File: src/ttc_pkg.sv
// Notes on behaviour
// - Count is one 16-bit value, seen by software as high and low bytes.
// - Select bit picks internal clock path (timer) or count pin (counter).
// - Count advances only while run is set; clearing run halts it.
// - Prescale bit picks undivided system clock or system clock divided by 12.
// - Mode from clock-output enable, select, capture/reload select and up/down enable bits.
// - With run clear the count stops, but trigger edge detection stays active.
// - Capture mode, trigger disabled: count and set overflow flag on overflow.
// - Capture mode, trigger enabled: falling trigger edge copies count, sets event flag.
// - Up/down enable resets to 0, so reload mode counts up by default.
// - Reload mode counting up: at 0xFFFF set overflow flag and load reload value.
// - Reload mode, trigger enabled: falling trigger edge also reloads, sets event flag.
// - Up/down enabled: trigger level sets direction; trigger enable is ignored.
// - Up/down, trigger high: count up, overflow at 0xFFFF reloads, sets flag.
// - Up/down, trigger low: count down; at reload value load 0xFFFF, set flag.
// - Up/down: event flag toggles on each wrap, a 17th bit, no interrupt.
// - Clock-output: count pin gives 50% clock, fsys / (4 x (65536 - reload)).
// - Clock-output: overflow requests no interrupt.
// - Overflow and event flags share one timer interrupt request.
// - Flags set by hardware, writable by software; software, reset or the up/down event-flag toggle clears.
// - Global and timer enables both set: either flag raises the interrupt, the event flag only outside up/down.
// - Prescale encoding: 0 is system clock / 12, 1 is system clock.
// - Select encoding: 0 timer, pin is I/O; 1 counter with pin pull-up on.
// - Clock-output enable: 0 pin is input or I/O, 1 pin drives clock unless select is 1.
package ttc_pkg;

  // ----------------------------------------------------------------
  // Widths and fixed values
  // ----------------------------------------------------------------
  localparam int unsigned COUNT_W = 16;
  localparam int unsigned BYTE_W = 8;
  localparam logic [COUNT_W-1:0] COUNT_MAX = 16'hFFFF;
  localparam logic [COUNT_W-1:0] COUNT_RST = 16'h0000;
  localparam logic [COUNT_W-1:0] RELOAD_RST = 16'h0000;

  // ----------------------------------------------------------------
  // Clock division
  // ----------------------------------------------------------------
  localparam int unsigned PRESCALE_DIV = 12;
  localparam int unsigned PRESC_W = 4;
  localparam logic [PRESC_W-1:0] PRESC_LAST = PRESC_W'(PRESCALE_DIV - 1);
  localparam logic [PRESC_W-1:0] PRESC_RST = 4'h0;
  // Clock-output mode counts every second system clock, giving the factor 4
  localparam int unsigned CLKOUT_STEP_DIV = 2;
  localparam logic CLKOUT_STEP_LAST = 1'(CLKOUT_STEP_DIV - 1);

  // ----------------------------------------------------------------
  // Operating modes
  // ----------------------------------------------------------------
  typedef enum logic [1:0] {
    MODE_CAPTURE,
    MODE_RELOAD,
    MODE_UPDOWN,
    MODE_CLKOUT
  } ttc_mode_e;

endpackage : ttc_pkg

File: src/ttc_pin_sampler.sv
module ttc_pin_sampler (
  // Clock and reset
  input wire logic i_clk,
  input wire logic i_srst,
  // Pin
  input wire logic i_pin,
  // Sampled level and edge
  output logic o_level,
  output logic o_fall
);

  typedef struct packed {
    logic meta;
    logic sync;
    logic prev;
  } ttc_samp_s;

  ttc_samp_s st_q;
  ttc_samp_s st_d;

  always_comb begin
    st_d = st_q;
    st_d.meta = i_pin;
    st_d.sync = st_q.meta;
    st_d.prev = st_q.sync;
  end

  // Idle level of both pins is high, so reset to 1 avoids a false edge
  always_ff @(posedge i_clk) begin
    if (i_srst) begin
      st_q <= '{meta: 1'b1, sync: 1'b1, prev: 1'b1};
    end else begin
      st_q <= st_d;
    end
  end

  assign o_level = st_q.sync;
  assign o_fall = st_q.prev & ~st_q.sync;

endmodule // ttc_pin_sampler

File: src/ttc_timer.sv
module ttc_timer (
  // Clock and reset
  input wire logic i_clk,
  input wire logic i_srst,

  // Control bits
  input wire logic i_run_control,
  input wire logic i_timer_counter_select,
  input wire logic i_capture_reload_select,
  input wire logic i_external_trigger_enable,
  input wire logic i_prescale_select,
  input wire logic i_clock_output_enable,
  input wire logic i_up_down_enable,
  input wire logic i_global_irq_enable,
  input wire logic i_timer_irq_enable,

  // Software byte writes
  input wire logic [ttc_pkg::BYTE_W-1:0] i_wdata,
  input wire logic i_count_high_byte_wr,
  input wire logic i_count_low_byte_wr,
  input wire logic i_capture_reload_high_byte_wr,
  input wire logic i_capture_reload_low_byte_wr,

  // Software flag write
  input wire logic i_flags_wr,
  input wire logic i_overflow_flag_wdata,
  input wire logic i_external_event_flag_wdata,

  // External pins
  input wire logic i_count_input_pin,
  input wire logic i_trigger_pin,
  output logic o_count_input_pin_o,
  output logic o_count_input_pin_oe,
  output logic o_count_input_pin_pullup,

  // Register read-back
  output logic [ttc_pkg::BYTE_W-1:0] o_count_high_byte,
  output logic [ttc_pkg::BYTE_W-1:0] o_count_low_byte,
  output logic [ttc_pkg::BYTE_W-1:0] o_capture_reload_high_byte,
  output logic [ttc_pkg::BYTE_W-1:0] o_capture_reload_low_byte,
  output logic o_overflow_flag,
  output logic o_external_event_flag,

  // Interrupt request
  output logic o_timer_irq
);

  import ttc_pkg::*;

  // ----------------------------------------------------------------
  // State
  // ----------------------------------------------------------------
  typedef struct packed {
    logic [COUNT_W-1:0] count;
    logic [COUNT_W-1:0] reload;
    logic ovf_flag;
    logic evt_flag;
    logic [PRESC_W-1:0] presc;
    logic clkout_phase;
    logic clk_pin;
  } ttc_state_s;

  ttc_state_s st_q;
  ttc_state_s st_d;

  // ----------------------------------------------------------------
  // Pin sampling
  // ----------------------------------------------------------------
  // Both pins pass through the same sampler so their delays match
  logic cnt_pin_level;
  logic cnt_pin_fall;
  logic trig_level;
  logic trig_fall;

  ttc_pin_sampler u_count_pin (
    .i_clk(i_clk),
    .i_srst(i_srst),
    .i_pin(i_count_input_pin),
    .o_level(cnt_pin_level),
    .o_fall(cnt_pin_fall)
  );

  ttc_pin_sampler u_trigger_pin (
    .i_clk(i_clk),
    .i_srst(i_srst),
    .i_pin(i_trigger_pin),
    .o_level(trig_level),
    .o_fall(trig_fall)
  );

  // ----------------------------------------------------------------
  // Mode decode
  // ----------------------------------------------------------------
  ttc_mode_e mode;

  // Mode select
  // Count pin as source together with clock output is not a supported mix; it
  // decodes as one of the counting modes and the pin stays an input
  always_comb begin
    if (i_clock_output_enable & ~i_timer_counter_select) begin
      mode = MODE_CLKOUT;
    end else if (i_capture_reload_select) begin
      mode = MODE_CAPTURE;
    end else if (i_up_down_enable) begin
      mode = MODE_UPDOWN;
    end else begin
      mode = MODE_RELOAD;
    end
  end

  // ----------------------------------------------------------------
  // Count step
  // ----------------------------------------------------------------
  logic presc_wrap;
  logic clkout_step;
  logic step;

  // Divide by 12 when prescale bit is 0
  // Prescaler runs from zero to its last value; one step per wrap
  assign presc_wrap = (st_q.presc == PRESC_LAST);

  assign clkout_step = (st_q.clkout_phase == CLKOUT_STEP_LAST);

  // Pin edges already carry the synchroniser delay; the prescaler does not apply to them
  // Source select gated by run
  always_comb begin
    step = 1'b0;
    if (i_run_control) begin
      if (mode == MODE_CLKOUT) begin
        step = clkout_step;
      end else if (i_timer_counter_select) begin
        step = cnt_pin_fall;
      end else if (i_prescale_select) begin
        step = 1'b1;
      end else begin
        step = presc_wrap;
      end
    end
  end

  // ----------------------------------------------------------------
  // Next state
  // ----------------------------------------------------------------
  logic at_max;
  logic at_reload;
  logic count_up;
  logic wrap;
  logic trig_event;
  logic ovf_set;
  logic evt_set;
  logic evt_toggle;
  logic [COUNT_W-1:0] count_next;
  logic [COUNT_W-1:0] reload_next;

  assign at_max = (st_q.count == COUNT_MAX);
  // Down count ends where the reload value sits
  assign at_reload = (st_q.count == st_q.reload);
  assign count_up = (mode != MODE_UPDOWN) | trig_level;
  assign wrap = step & (count_up ? at_max : at_reload);
  // Edges arrive about three clocks after the pin falls
  // Trigger edges are seen while stopped, ignored in up/down
  assign trig_event = trig_fall & i_external_trigger_enable & (mode != MODE_UPDOWN);

  always_comb begin
    count_next = st_q.count;
    reload_next = st_q.reload;
    ovf_set = 1'b0;
    evt_set = 1'b0;
    evt_toggle = 1'b0;

    unique case (mode)
      MODE_CAPTURE: begin
        if (step) begin
          count_next = st_q.count + 16'h0001;
          ovf_set = at_max;
        end
        // Capture on edge
        // The copy takes the count as it stood before this edge's step
        if (trig_event) begin
          reload_next = st_q.count;
          evt_set = 1'b1;
        end
      end
      MODE_RELOAD: begin
        if (step) begin
          count_next = at_max ? st_q.reload : st_q.count + 16'h0001;
          ovf_set = at_max;
        end
        if (trig_event) begin
          count_next = st_q.reload;
          evt_set = 1'b1;
        end
      end
      MODE_UPDOWN: begin
        if (step) begin
          if (count_up) begin
            count_next = at_max ? st_q.reload : st_q.count + 16'h0001;
          end else begin
            count_next = at_reload ? COUNT_MAX : st_q.count - 16'h0001;
          end
          ovf_set = wrap;
          evt_toggle = wrap;
        end
      end
      MODE_CLKOUT: begin
        // Reload on overflow; no overflow flag here
        if (step) begin
          count_next = at_max ? st_q.reload : st_q.count + 16'h0001;
        end
        // Overflow stays silent so the rate can be shared with another user
        ovf_set = 1'b0;
        if (trig_event) begin
          count_next = st_q.reload;
          evt_set = 1'b1;
        end
      end
    endcase
  end

  // ----------------------------------------------------------------
  // State update
  // ----------------------------------------------------------------
  always_comb begin
    st_d = st_q;

    // Prescaler runs only while run is set with prescale and select bits 0, clock-output mode included; restarts otherwise
    if (i_run_control & ~i_prescale_select & ~i_timer_counter_select) begin
      st_d.presc = presc_wrap ? PRESC_RST : st_q.presc + 4'h1;
    end else begin
      st_d.presc = PRESC_RST;
    end

    // Phase restarts while stopped, so a start always waits two clocks for its step
    if (i_run_control & (mode == MODE_CLKOUT)) begin
      st_d.clkout_phase = ~st_q.clkout_phase;
    end else begin
      st_d.clkout_phase = 1'b0;
    end

    // Byte writes override the step for the byte written
    // A carry into the other byte can be lost, so software should stop the count first
    st_d.count = count_next;
    if (i_count_high_byte_wr) begin
      st_d.count[COUNT_W-1:BYTE_W] = i_wdata;
    end
    if (i_count_low_byte_wr) begin
      st_d.count[BYTE_W-1:0] = i_wdata;
    end

    st_d.reload = reload_next;
    if (i_capture_reload_high_byte_wr) begin
      st_d.reload[COUNT_W-1:BYTE_W] = i_wdata;
    end
    if (i_capture_reload_low_byte_wr) begin
      st_d.reload[BYTE_W-1:0] = i_wdata;
    end

    // Software writes either value; a hardware set wins over a clear
    // Hardware sets come last so an event beside a clearing write is kept
    if (i_flags_wr) begin
      st_d.ovf_flag = i_overflow_flag_wdata;
      st_d.evt_flag = i_external_event_flag_wdata;
    end
    if (ovf_set) begin
      st_d.ovf_flag = 1'b1;
    end
    if (evt_set) begin
      st_d.evt_flag = 1'b1;
    end
    // Toggle is taken from the stored value, ignoring a same-cycle write
    if (evt_toggle) begin
      st_d.evt_flag = ~st_q.evt_flag;
    end

    // Half period per overflow gives 50% duty
    if (mode == MODE_CLKOUT) begin
      if (step & at_max) begin
        st_d.clk_pin = ~st_q.clk_pin;
      end
    end else begin
      st_d.clk_pin = 1'b0;
    end
  end

  always_ff @(posedge i_clk) begin
    if (i_srst) begin
      st_q <= '{
        count: COUNT_RST,
        reload: RELOAD_RST,
        ovf_flag: 1'b0,
        evt_flag: 1'b0,
        presc: PRESC_RST,
        clkout_phase: 1'b0,
        clk_pin: 1'b0
      };
    end else begin
      st_q <= st_d;
    end
  end

  // ----------------------------------------------------------------
  // Outputs
  // ----------------------------------------------------------------
  assign o_count_high_byte = st_q.count[COUNT_W-1:BYTE_W];
  assign o_count_low_byte = st_q.count[BYTE_W-1:0];
  assign o_capture_reload_high_byte = st_q.reload[COUNT_W-1:BYTE_W];
  assign o_capture_reload_low_byte = st_q.reload[BYTE_W-1:0];
  assign o_overflow_flag = st_q.ovf_flag;
  assign o_external_event_flag = st_q.evt_flag;

  // ----------------------------------------------------------------
  // Count pin
  // ----------------------------------------------------------------
  // Pin drives clock only in clock-output mode
  assign o_count_input_pin_o = st_q.clk_pin;
  assign o_count_input_pin_oe = (mode == MODE_CLKOUT);
  assign o_count_input_pin_pullup = i_timer_counter_select;

  // ----------------------------------------------------------------
  // Interrupt request
  // ----------------------------------------------------------------
  logic irq_enabled;
  logic evt_irq_cause;
  logic irq_cause;

  assign irq_enabled = i_global_irq_enable & i_timer_irq_enable;
  // The event flag is a count bit in up/down mode, so it is masked there
  assign evt_irq_cause = st_q.evt_flag & (mode != MODE_UPDOWN);
  // Overflow flag, or event flag outside up/down, even one set by software, asks for the shared vector
  assign irq_cause = st_q.ovf_flag | evt_irq_cause;
  // Clock-output overflow never sets the flag, so it cannot reach here
  assign o_timer_irq = irq_enabled & irq_cause;

endmodule // ttc_timer

File: config.mk
export PLATFORM = sky130hd
export DESIGN_NAME = ttc_timer
export DESIGN_NICKNAME = d
export VERILOG_FILES = /design/src/ttc_pkg.sv /design/src/ttc_pin_sampler.sv /design/src/ttc_timer.sv
export SDC_FILE = /design/constraint.sdc
export NUM_CORES = 1
export LEC_CHECK = 0
export BUFFER_PORTS_ARGS = -buffer_cell sky130_fd_sc_hd__buf_2
export CELL_PAD_IN_SITES_DETAIL_PLACEMENT = 1
export CELL_PAD_IN_SITES_GLOBAL_PLACEMENT = 1
export CORE_MARGIN = 3
export CORE_UTILIZATION = 38
export CTS_CLUSTER_DIAMETER = 40
export DETAILED_ROUTE_END_ITERATION = 16
export GPL_ROUTABILITY_DRIVEN = 1
export PLACE_DENSITY_LB_ADDON = 0.1
export SYNTH_ARGS = -nofsm -noshare
export SYNTH_HDL_FRONTEND = slang
export SYNTH_SLANG_ARGS = --single-unit
File: constraint.sdc
create_clock -name i_clk -period 6.9 [get_ports i_clk]
set_clock_uncertainty 0.2 [all_clocks]
set_input_delay 0.69 -clock i_clk [delete_from_list [all_inputs] [get_ports i_clk]]
set_output_delay 0.69 -clock i_clk [all_outputs]
set_load 0.01 [all_outputs]
---- Yosys cells after proc, flatten, opt, wreduce, memory -nomap -nowiden ----
Index checks and enable logic that the tools add are counted.
operators by class
  shift operators ......................... 0
  equality and inequality tests ........... 13
  add/subtract/negate cells ............... 3
  bitwise gates (word level) .............. 25
  divide/modulo/power cells ............... 0
  magnitude comparators ................... 0
  muxes and demuxes ....................... 32
  multiply operators ...................... 0
  reductions and logical operators ........ 17
operator list
  operator                 count
  $mux W16                 9
  $pmux W16 S3             1
  $mux W8                  4
  $add A16 B1 Y16 const B  1
  $eq A16 B16 Y1           1
  $eq A16 B16 Y1 const B   1
  $sub A16 B1 Y16 const B  1
  $and A1 B1 Y1            13
  $mux W1                  13
  $ne A3 B3 Y1 const B     4
  $not A1 Y1               10
  $reduce_bool A2 Y1       5
  $mux W2                  4
  $ne A4 B1 Y1 const B     2
  $reduce_or A2 Y1         4
  $reduce_and A3 Y1        2
  $reduce_or A3 Y1         2
  $add A4 B1 Y4 const B    1
  $eq A2 B2 Y1 const B     2
  $eq A4 B4 Y1 const B     1
  $reduce_and A2 Y1        2
  $pmux W1 S3              1
  $reduce_bool A3 Y1       1
  $eq A2 B1 Y1 const B     1
  3 further kinds          4
storage, ports and cells
  input bits .............................. 28
  memories kept ........................... 0
  output and inout bits ................... 38
  memory bits (writable) .................. 0
  logic and storage cells ................. 105
  register bits ........................... 46
  ROM bits ................................ 0
  latch bits .............................. 0

---- Logic depth before layout (Yosys ltp) ----
Gate-level depths: netlist (run 1).
  word-level depth ........................ 10
  depth in mapped cells ................... 8
  depth with buffers taken out ............ 7

---- Hierarchy ----
Synthesis (run 1) repeated with hierarchy kept, for this count alone.
second synthesis, totals
  cells, all modules ...................... 545
  area, all modules ....................... 3,932.5 um^2
by module, submodules not included
  module           seq. area each (um^2)  cells each  area each (um^2)  instances
  ttc_timer        800.8                  531         3,762.4           1
  ttc_pin_sampler  60.1                   7           85.1              2

---- Least setup slack after synthesis (run 1) ----
OpenSTA, ideal clock, no wires.
  path kind ............................... input port to flip-flop
  start point ............................. input i_timer_counter_select
  end point ............................... register st_q, in the netlist o_count_low_byte[6]
  path slack .............................. 4.401 ns
  data required time ...................... 6.583 ns
  buffers on the path ..................... 0
  stages .................................. 7
  library setup time ...................... 0.117 ns
  arrival ................................. 2.181 ns
  cell sequence ........................... nand2b_1 inv_1 o21ai_0 o21ai_1 a221oi_1 o21ai_1 a32o_1
on the way
  elaborated cells on any way between the ends .. 23
  classes of those cells .................. 7 x eq/ne; 9 x mux; 4 x bitwise; 3 x reduce/logical
RTL lines
  element                                                               line              RTL
  start: declaration                                                    ttc_timer.sv:8    input wire logic i_timer_counter_select,
  $not A1 Y1 (*)                                                        ttc_timer.sv:100  if (i_clock_output_enable & ~i_timer_counter_select) begin
  $and A1 B1 Y1 (*)                                                     ttc_timer.sv:100
  $mux W2 (*)                                                           ttc_timer.sv:100
  $eq A2 B2 Y1 (*)                                                      -
  net o_count_input_pin_oe                                              ttc_timer.sv:33   output logic o_count_input_pin_oe,
  $mux W1                                                               ttc_timer.sv:129  if (mode == MODE_CLKOUT) begin
  $mux W1                                                               ttc_timer.sv:128  if (i_run_control) begin
  $ne A4 B1 Y1 (no source line) / $ne A3 B3 Y1 (equally long branches)  -
  $reduce_and A3 Y1 (no source line)                                    -
  end signal: assignment                                                ttc_timer.sv:287  st_q <= '{
  end signal: assignment                                                ttc_timer.sv:297  st_q <= st_d;
  end: declaration                                                      ttc_timer.sv:63   ttc_state_s st_q;
The timed path passes the listed nets; every way through them passes the cells marked *. The select of a mux whose other input is x is not followed.
A chain may end at the register's enable or synchronous reset.

---- Worst setup path after layout (run 1) ----
  start point ............................. register st_q, in the netlist o_count_low_byte[0]
  end point ............................... register st_q, in the netlist o_count_low_byte[6]
on the way
  longest elaborated chain between the ends .. 6
  elaborated cells on any way between the ends .. 13
  classes of those cells .................. 2 x add/sub; 2 x eq/ne; 9 x mux
RTL lines
  element                                  line                                                  RTL
  $add A16 B1 Y16 (tied with other cells)  -
  $mux W16 (on tied branches)              -
  $mux W16 (on tied branches)              ttc_timer.sv:185, ttc_timer.sv:207, ttc_timer.sv:196
  $mux W16 (on tied branches)              ttc_timer.sv:189, ttc_timer.sv:195
  $pmux W16 S3 (*)                         ttc_timer.sv:171                                      unique case (mode)
  $mux W8 (*)                              ttc_timer.sv:246                                      if (i_count_low_byte_wr) begin
Every way passes the cells marked *; elsewhere a longest branch is shown, timed or not. The select of a mux whose other input is x is not followed.

==> flow_summary_export.csv, run 1 <==
group,metric,value,unit
route,detail_route.wl_per_cell,22.18,um
grt,grt_antenna_before_repair,0,
synth,synth.largest_area_cell,"dfxtp_1",
place,io_buffers,65,
place,dpl.hpwl,10.49,mm
finish,antenna_cells,0,
sta,relSlewSlack,26.35,%
sta,post-route-period-util,50.34,%
route,wl,14.40,mm
grt,grt_max_degree,44,
clocking,clock_latency,0.32,ns
synth,yosysUniqueCellTypes,62,
clocking,htreeDepth,2,
min_path,min-delay-path-class,"reg2reg",
setup_path,cp-end-kind,"register",
route,firstDrtPassIters,5,
synth,synth_edf_count,0,
floorplan,dieHeight,106.6,um
floorplan,fp.dieArea,11360,sq um
synth,synthArstFlopShare,0,%
clocking,cts.path.max_buffers,2,
setup_path,path_cells,"ha_1 -> nand4_4 -> nor4_4 -> o21ai_1 -> a221oi_1 -> o21ai_1 -> a32o_1",
sta,max_freq,287.9,MHz
setup_path,slowest_stage,"nor4_4",
clocking,cts_root_buf,"clkbuf_8",
synth,postSynthNetCount,540,
clocking,cts_tree,"done",
synth,syn_inst,509,
grt,grt_pass1_wl,23.09,mm
clocking,cts_setup_buffers,0,
sta,hold_violations,0,
sta,slew_viol_final,0,
sta,setup_viol,0,
floorplan,core-area,9819,sq um
setup_path,critPathLaunchType,"register",
floorplan,die_x,106.6,um
clocking,cts.sinks,46,
synth,synthTopCellsByArea,"dfxtp_1, xor2_1, buf_4, nor2_1, mux2i_1",
grt,grt_pass1_vias,4024,
synth,avgSynthCellArea,7.554,sq um
synth,ys_seq_elements,46,
route,via_count,3929,
sta,rsz0062_at_grt,"no",
synth,synth.most_common_cell,"nor2_1",
synth,ys_seq_area_share,23.95,%
setup_path,max_stage_delay,0.74,ns
pwr,p_per_area,185.4,nW/um^2
floorplan,io_pins,66,
finish,fill_cells,1295,
route,drtAntennaViolNets,0,
place,place_congestion,0.9053,
clocking,clkTransAtPathRegs,0.10,ns
sta,tns,0,ns
finish,design_area,4058,sq um
place,placed_area,3948,sq um
clocking,cts_resized,0,
sta,fin_crit,3.473,ns
setup_path,crit_fanout,10,
finish,syn_to_final_growth,5.532,%
finish,fin_util,41.32,%
finish,final_nets,546,
grt,grt_overflow,0,
synth,synthFlopType,"dfxtp_1",
outcome,outcome,"completed",
sta,worst_pin_slew,1.105,ns
setup_path,timing_worst_setup_path_type,"reg2reg",
synth,synthTopCellsByCount,"nor2_1, dfxtp_1, a21oi_1",
pwr,p_leak,0.001777,uW
setup_path,arrival,3.49,ns
floorplan,start_util,39.16,%
route,drtIter0Drc,336,
pwr,ir_drop,100.1,uV
synth,synth_top_area_share,23.95,%
route,drc_errors,0,
clocking,holdBufCountCts,0,
sta,hold_ws,0.2203,ns
flow_run,max-cap-violations,0,
setup_path,cpMostUsedCell,"o21ai_1",
synth,netlist_area,3845,sq um
setup_path,critPathRequiredTime,6.92,ns
finish,drive_gt1_share,17.25,%
synth,yosysWarnings,0,
route,viasPerCell,6.054,
floorplan,rows,36,
pwr,total_power,752.3,uW
grt,grt_use_total,25.75,%
clocking,cts_buffers,5,
## report_power, final
part | switching [uW] | internal [uW] | leakage, uW
Clock | 108 | 108 | 0.0000514
Sequential | 48.4 | 282 | 0.000379
Combinational | 125 | 80.0 | 0.00135
## flip-flops by register name (all words and copies together) (netlist names), 4 cells and up
signal / flops
o_capture_reload_low_byte: 8
st_q: 4
o_count_high_byte: 8
o_capture_reload_high_byte: 8
o_count_low_byte: 8
## logic make-up after synthesis
group	share of synthesized area, %
and+or+nand+nor	24.73
AOI/OAI and AO/OA	23.04
buffers and inverters	11.68
DFF	23.95
xor gates and xnor gates	9.339
muxes	6.280
adders and majority gates	0.9763
## area by class of cell
| type | count | area (sq um) | share of cell area, % |
|---|---|---|---|
| multi-input cells | 383 | 2475 | 60.99 |
| flip-flops and latches | 46 | 920.9 | 22.70 |
| repair buffers | 67 | 340.3 | 8.387 |
| well taps | 133 | 166.4 | 4.101 |
| clock buffers | 6 | 72.57 | 1.788 |
| inverters | 12 | 45.04 | 1.110 |
| clock inverters | 2 | 37.54 | 0.9251 |
## critical path, delay by kind of cell (launching register included)
| kind | cells | cell delay (ns) |
|---|---|---|
| flops | 1 | 0.61 |
| fa+ha+maj | 1 | 0.42 |
| compound gates | 4 | 1.23 |
| simple gates | 2 | 0.91 |
## routing by layer
metal  up-vias  wire length [um]  track usage [%]
li1       1818                 -                -
met1      1922              6799            38.52
met2       165              6161            38.49
met3        24              1105            3.070
met4         0               331            7.854
met5         -                 0                0
## metrics by stage
step,instances,setup WS (ns)
2_1_floorplan,509,4.401
3_3_place_gp,641,3.544
3_5_place_dp,641,3.499
4_1_cts,649,3.494
5_1_grt,649,3.342
6_report,649,3.427
## worst paths after layout
path	start	end	slack, ns	cells after the start
min	u_count_pin.st_d[1]	u_count_pin.o_level	0.22	1
max	o_count_low_byte[0]	o_count_low_byte[6]	3.43	7
max reg2reg	o_count_low_byte[0]	o_count_low_byte[6]	3.43	7
min reg2reg	u_count_pin.st_d[1]	u_count_pin.o_level	0.22	1
## cells in the final DEF, fill, tap and decap left out, types with 5 or more instances in the layout
| cell | instances |
|---|---|
| inv_1 | 12 |
| dfxtp_1 | 46 |
| a221o_1 | 6 |
| nand4_1 | 6 |
| nor4_1 | 7 |
| clkbuf_8 | 5 |
| nor3_1 | 16 |
| nand2b_1 | 7 |
| o31ai_1 | 9 |
| a31oi_1 | 11 |
| nand3_1 | 17 |
| o211ai_1 | 5 |
| buf_2 | 65 |
| and4_1 | 5 |
| mux2i_1 | 23 |
| or2_2 | 6 |
| nand2_1 | 29 |
| o21ai_0 | 16 |
| xor2_1 | 30 |
| xnor2_1 | 11 |
| nor2_1 | 64 |
| a21oi_1 | 42 |
No activity file was read; power rests on OpenSTA's default activity.
==> inputs of run 2 (changes only) <==
- clock period: 6.9 -> 3.1 ns (I/O delays scaled with it)
==> flow_summary_export.csv, run 2 (synthesis results as in run 1) <==
group,metric,value,unit
route,drtIter0Drc,282,
sta,max_freq,347.7,MHz
grt,grt_max_degree,44,
finish,final_nets,575,
place,dpl.hpwl,11.37,mm
min_path,min-delay-path-class,"in2reg",
clocking,clock_latency,0.32,ns
finish,drive_gt1_share,21.47,%
finish,final_cell_mix,"buf_2, nor2_1, dfxtp_1",
finish,syn_to_final_growth,10.97,%
floorplan,rows,36,
clocking,clkTransAtPathRegs,0.11,ns
setup_path,critical-path-top-delay-family,"simple AND/OR/NAND/NOR gates",
grt,grt_overflow,0,
setup_path,reg2reg_depth,7,
route,wl,14.82,mm
setup_path,crit_fanout,13,
sta,fin_crit,2.876,ns
floorplan,io_pins,66,
setup_path,arrival,2.90,ns
route,firstDrtPassIters,5,
clocking,cts.sinks,46,
clocking,cts_tree,"done",
place,place_congestion,0.9556,
floorplan,die_x,106.6,um
setup_path,critPathBufInv,1,
setup_path,critPathRequiredTime,3.13,ns
finish,instances_no_fill,678,
setup_path,cp-end-kind,"register",
min_path,min_to,"clkout_step",
setup_path,r2r_start,"o_count_low_byte[6]",
route,via_count,4058,
setup_path,r2r_setup_slack,0.22,ns
setup_path,critPathLaunchType,"register",
pwr,p_leak,0.001915,uW
route,viasPerCell,5.985,
setup_path,slowest_stage,"or4_4",
route,drc_errors,0,
sta,layout_setup_ws,0.2243,ns
route,detail_route.wl_per_cell,21.86,um
min_path,hold_depth,3,
sta,tns,0,ns
clocking,cts_resized,0,
floorplan,dieHeight,106.6,um
finish,antenna_cells,0,
place,dp_cells,668,
grt,grt_antenna_before_repair,0,
finish,mostFrequentLayoutCell,"buf_2",
clocking,cts_buffers,5,
pwr,ir_drop,170.5,uV
clocking,cts_root_buf,"clkbuf_8",
pwr,p_per_area,389.6,nW/um^2
sta,relSlewSlack,46.81,%
route,drtAntennaViolNets,0,
outcome,outcome,"completed",
setup_path,crit_start,"o_count_low_byte[6]",
sta,hold_violations,0,
clocking,htreeDepth,2,
grt,grt_use_total,26.07,%
sta,worst_pin_slew,0.7979,ns
place,io_buffers,65,
sta,setup_viol,0,
grt,grt_pass1_wl,23.01,mm
flow_run,max-cap-violations,0,
floorplan,fp.dieArea,11360,sq um
setup_path,max_stage_delay,0.71,ns
grt,grt_pass1_vias,3946,
sta,hold_ws,0.04987,ns
setup_path,worstReg2RegEnd,"o_count_low_byte[1]",
setup_path,timing_worst_setup_path_type,"reg2reg",
min_path,hp-start,"i_run_control",
place,pre_cts_slack,0.3213,ns
setup_path,path_cells,"nand4_2 -> or4_4 -> a21oi_4 -> buf_4 -> a221oi_1 -> o21a_1 -> o22ai_1",
sta,rsz0062_at_grt,"no",
sta,slew_viol_final,0,
floorplan,start_util,39.16,%
clocking,cts.path.max_buffers,2,
sta,post-route-period-util,92.76,%
floorplan,core-area,9819,sq um
[run 2: changes by cell type in the layout (fill, tap and decap cells not counted), sizes merged]
cell / delta
buf: +27
dlygate4sd3: +2
inv: +2
bufinv: -1
clkbuf: -1
[run 2: worst max path at each step]
stage | to | slack, ns | cells after the start
final | o_count_low_byte[1] | 0.22 | 7
after floorplan | o_count_low_byte[6] | 0.64 | 8
after detailed placement | o_count_low_byte[1] | 0.32 | 7
after CTS | o_count_low_byte[1] | 0.29 | 7
after global placement | o_count_low_byte[1] | 0.35 | 7
after global routing | o_count_high_byte[6] | 0.10 | 7
[run 2: report_power, final]
group	switching [uW]	internal (uW)	leakage, uW
Sequential	76.9	628	0.000379
Combinational	323	209	0.00149
Clock	257	168	0.0000467
[run 2: per-stage QoR]
| step | utilization [%] | area, sq um | power, uW |
|---|---|---|---|
| CTS | 43.45 | 4267 | 1662 |
| global route | 43.45 | 4267 | 1749 |
| global placement | 42.27 | 4150 | 1226 |
| detailed placement | 42.27 | 4150 | 1233 |
| finish | 43.45 | 4267 | 1662 |
| floorplan | - | 3845 | 1063 |
[run 2: final cells by class]
cell class | instances | area (sq um)
flip-flops and latches | 46 | 920.9
clock buffers | 5 | 68.82
clock inverters | 3 | 27.53
repair buffers | 96 | 563.0
fillers | 1283 | 5553
well taps | 133 | 166.4
multi-input cells | 383 | 2475
inverters | 12 | 45.04
[run 2: per-layer routing]
layer / routed length [um] / vias up / share of wire, % / track usage, %
li1: - / 1879 / - / -
met1: 7146 / 1979 / 48 / 39.26
met2: 6261 / 181 / 42 / 39.25
met3: 1152 / 19 / 7.8 / 3.793
met4: 260 / 0 / 1.8 / 5.662
met5: 0 / - / 0 / 0
[run 2: worst reg2reg max path: cells and delay by family (launching register included)]
family                 cells  cell delay (ns)
AO/OA/AOI/OAI              4             0.68
flip-flops                 1             0.69
AND/OR/NAND/NOR            2             1.02
buffers and inverters      1             0.20
[run 2: repair_timing]
action / 4_1_cts / 5_1_grt
setup buffers: 0 / 0
hold endpoints to repair: 2 / 0
hold buffers: 2 / 0
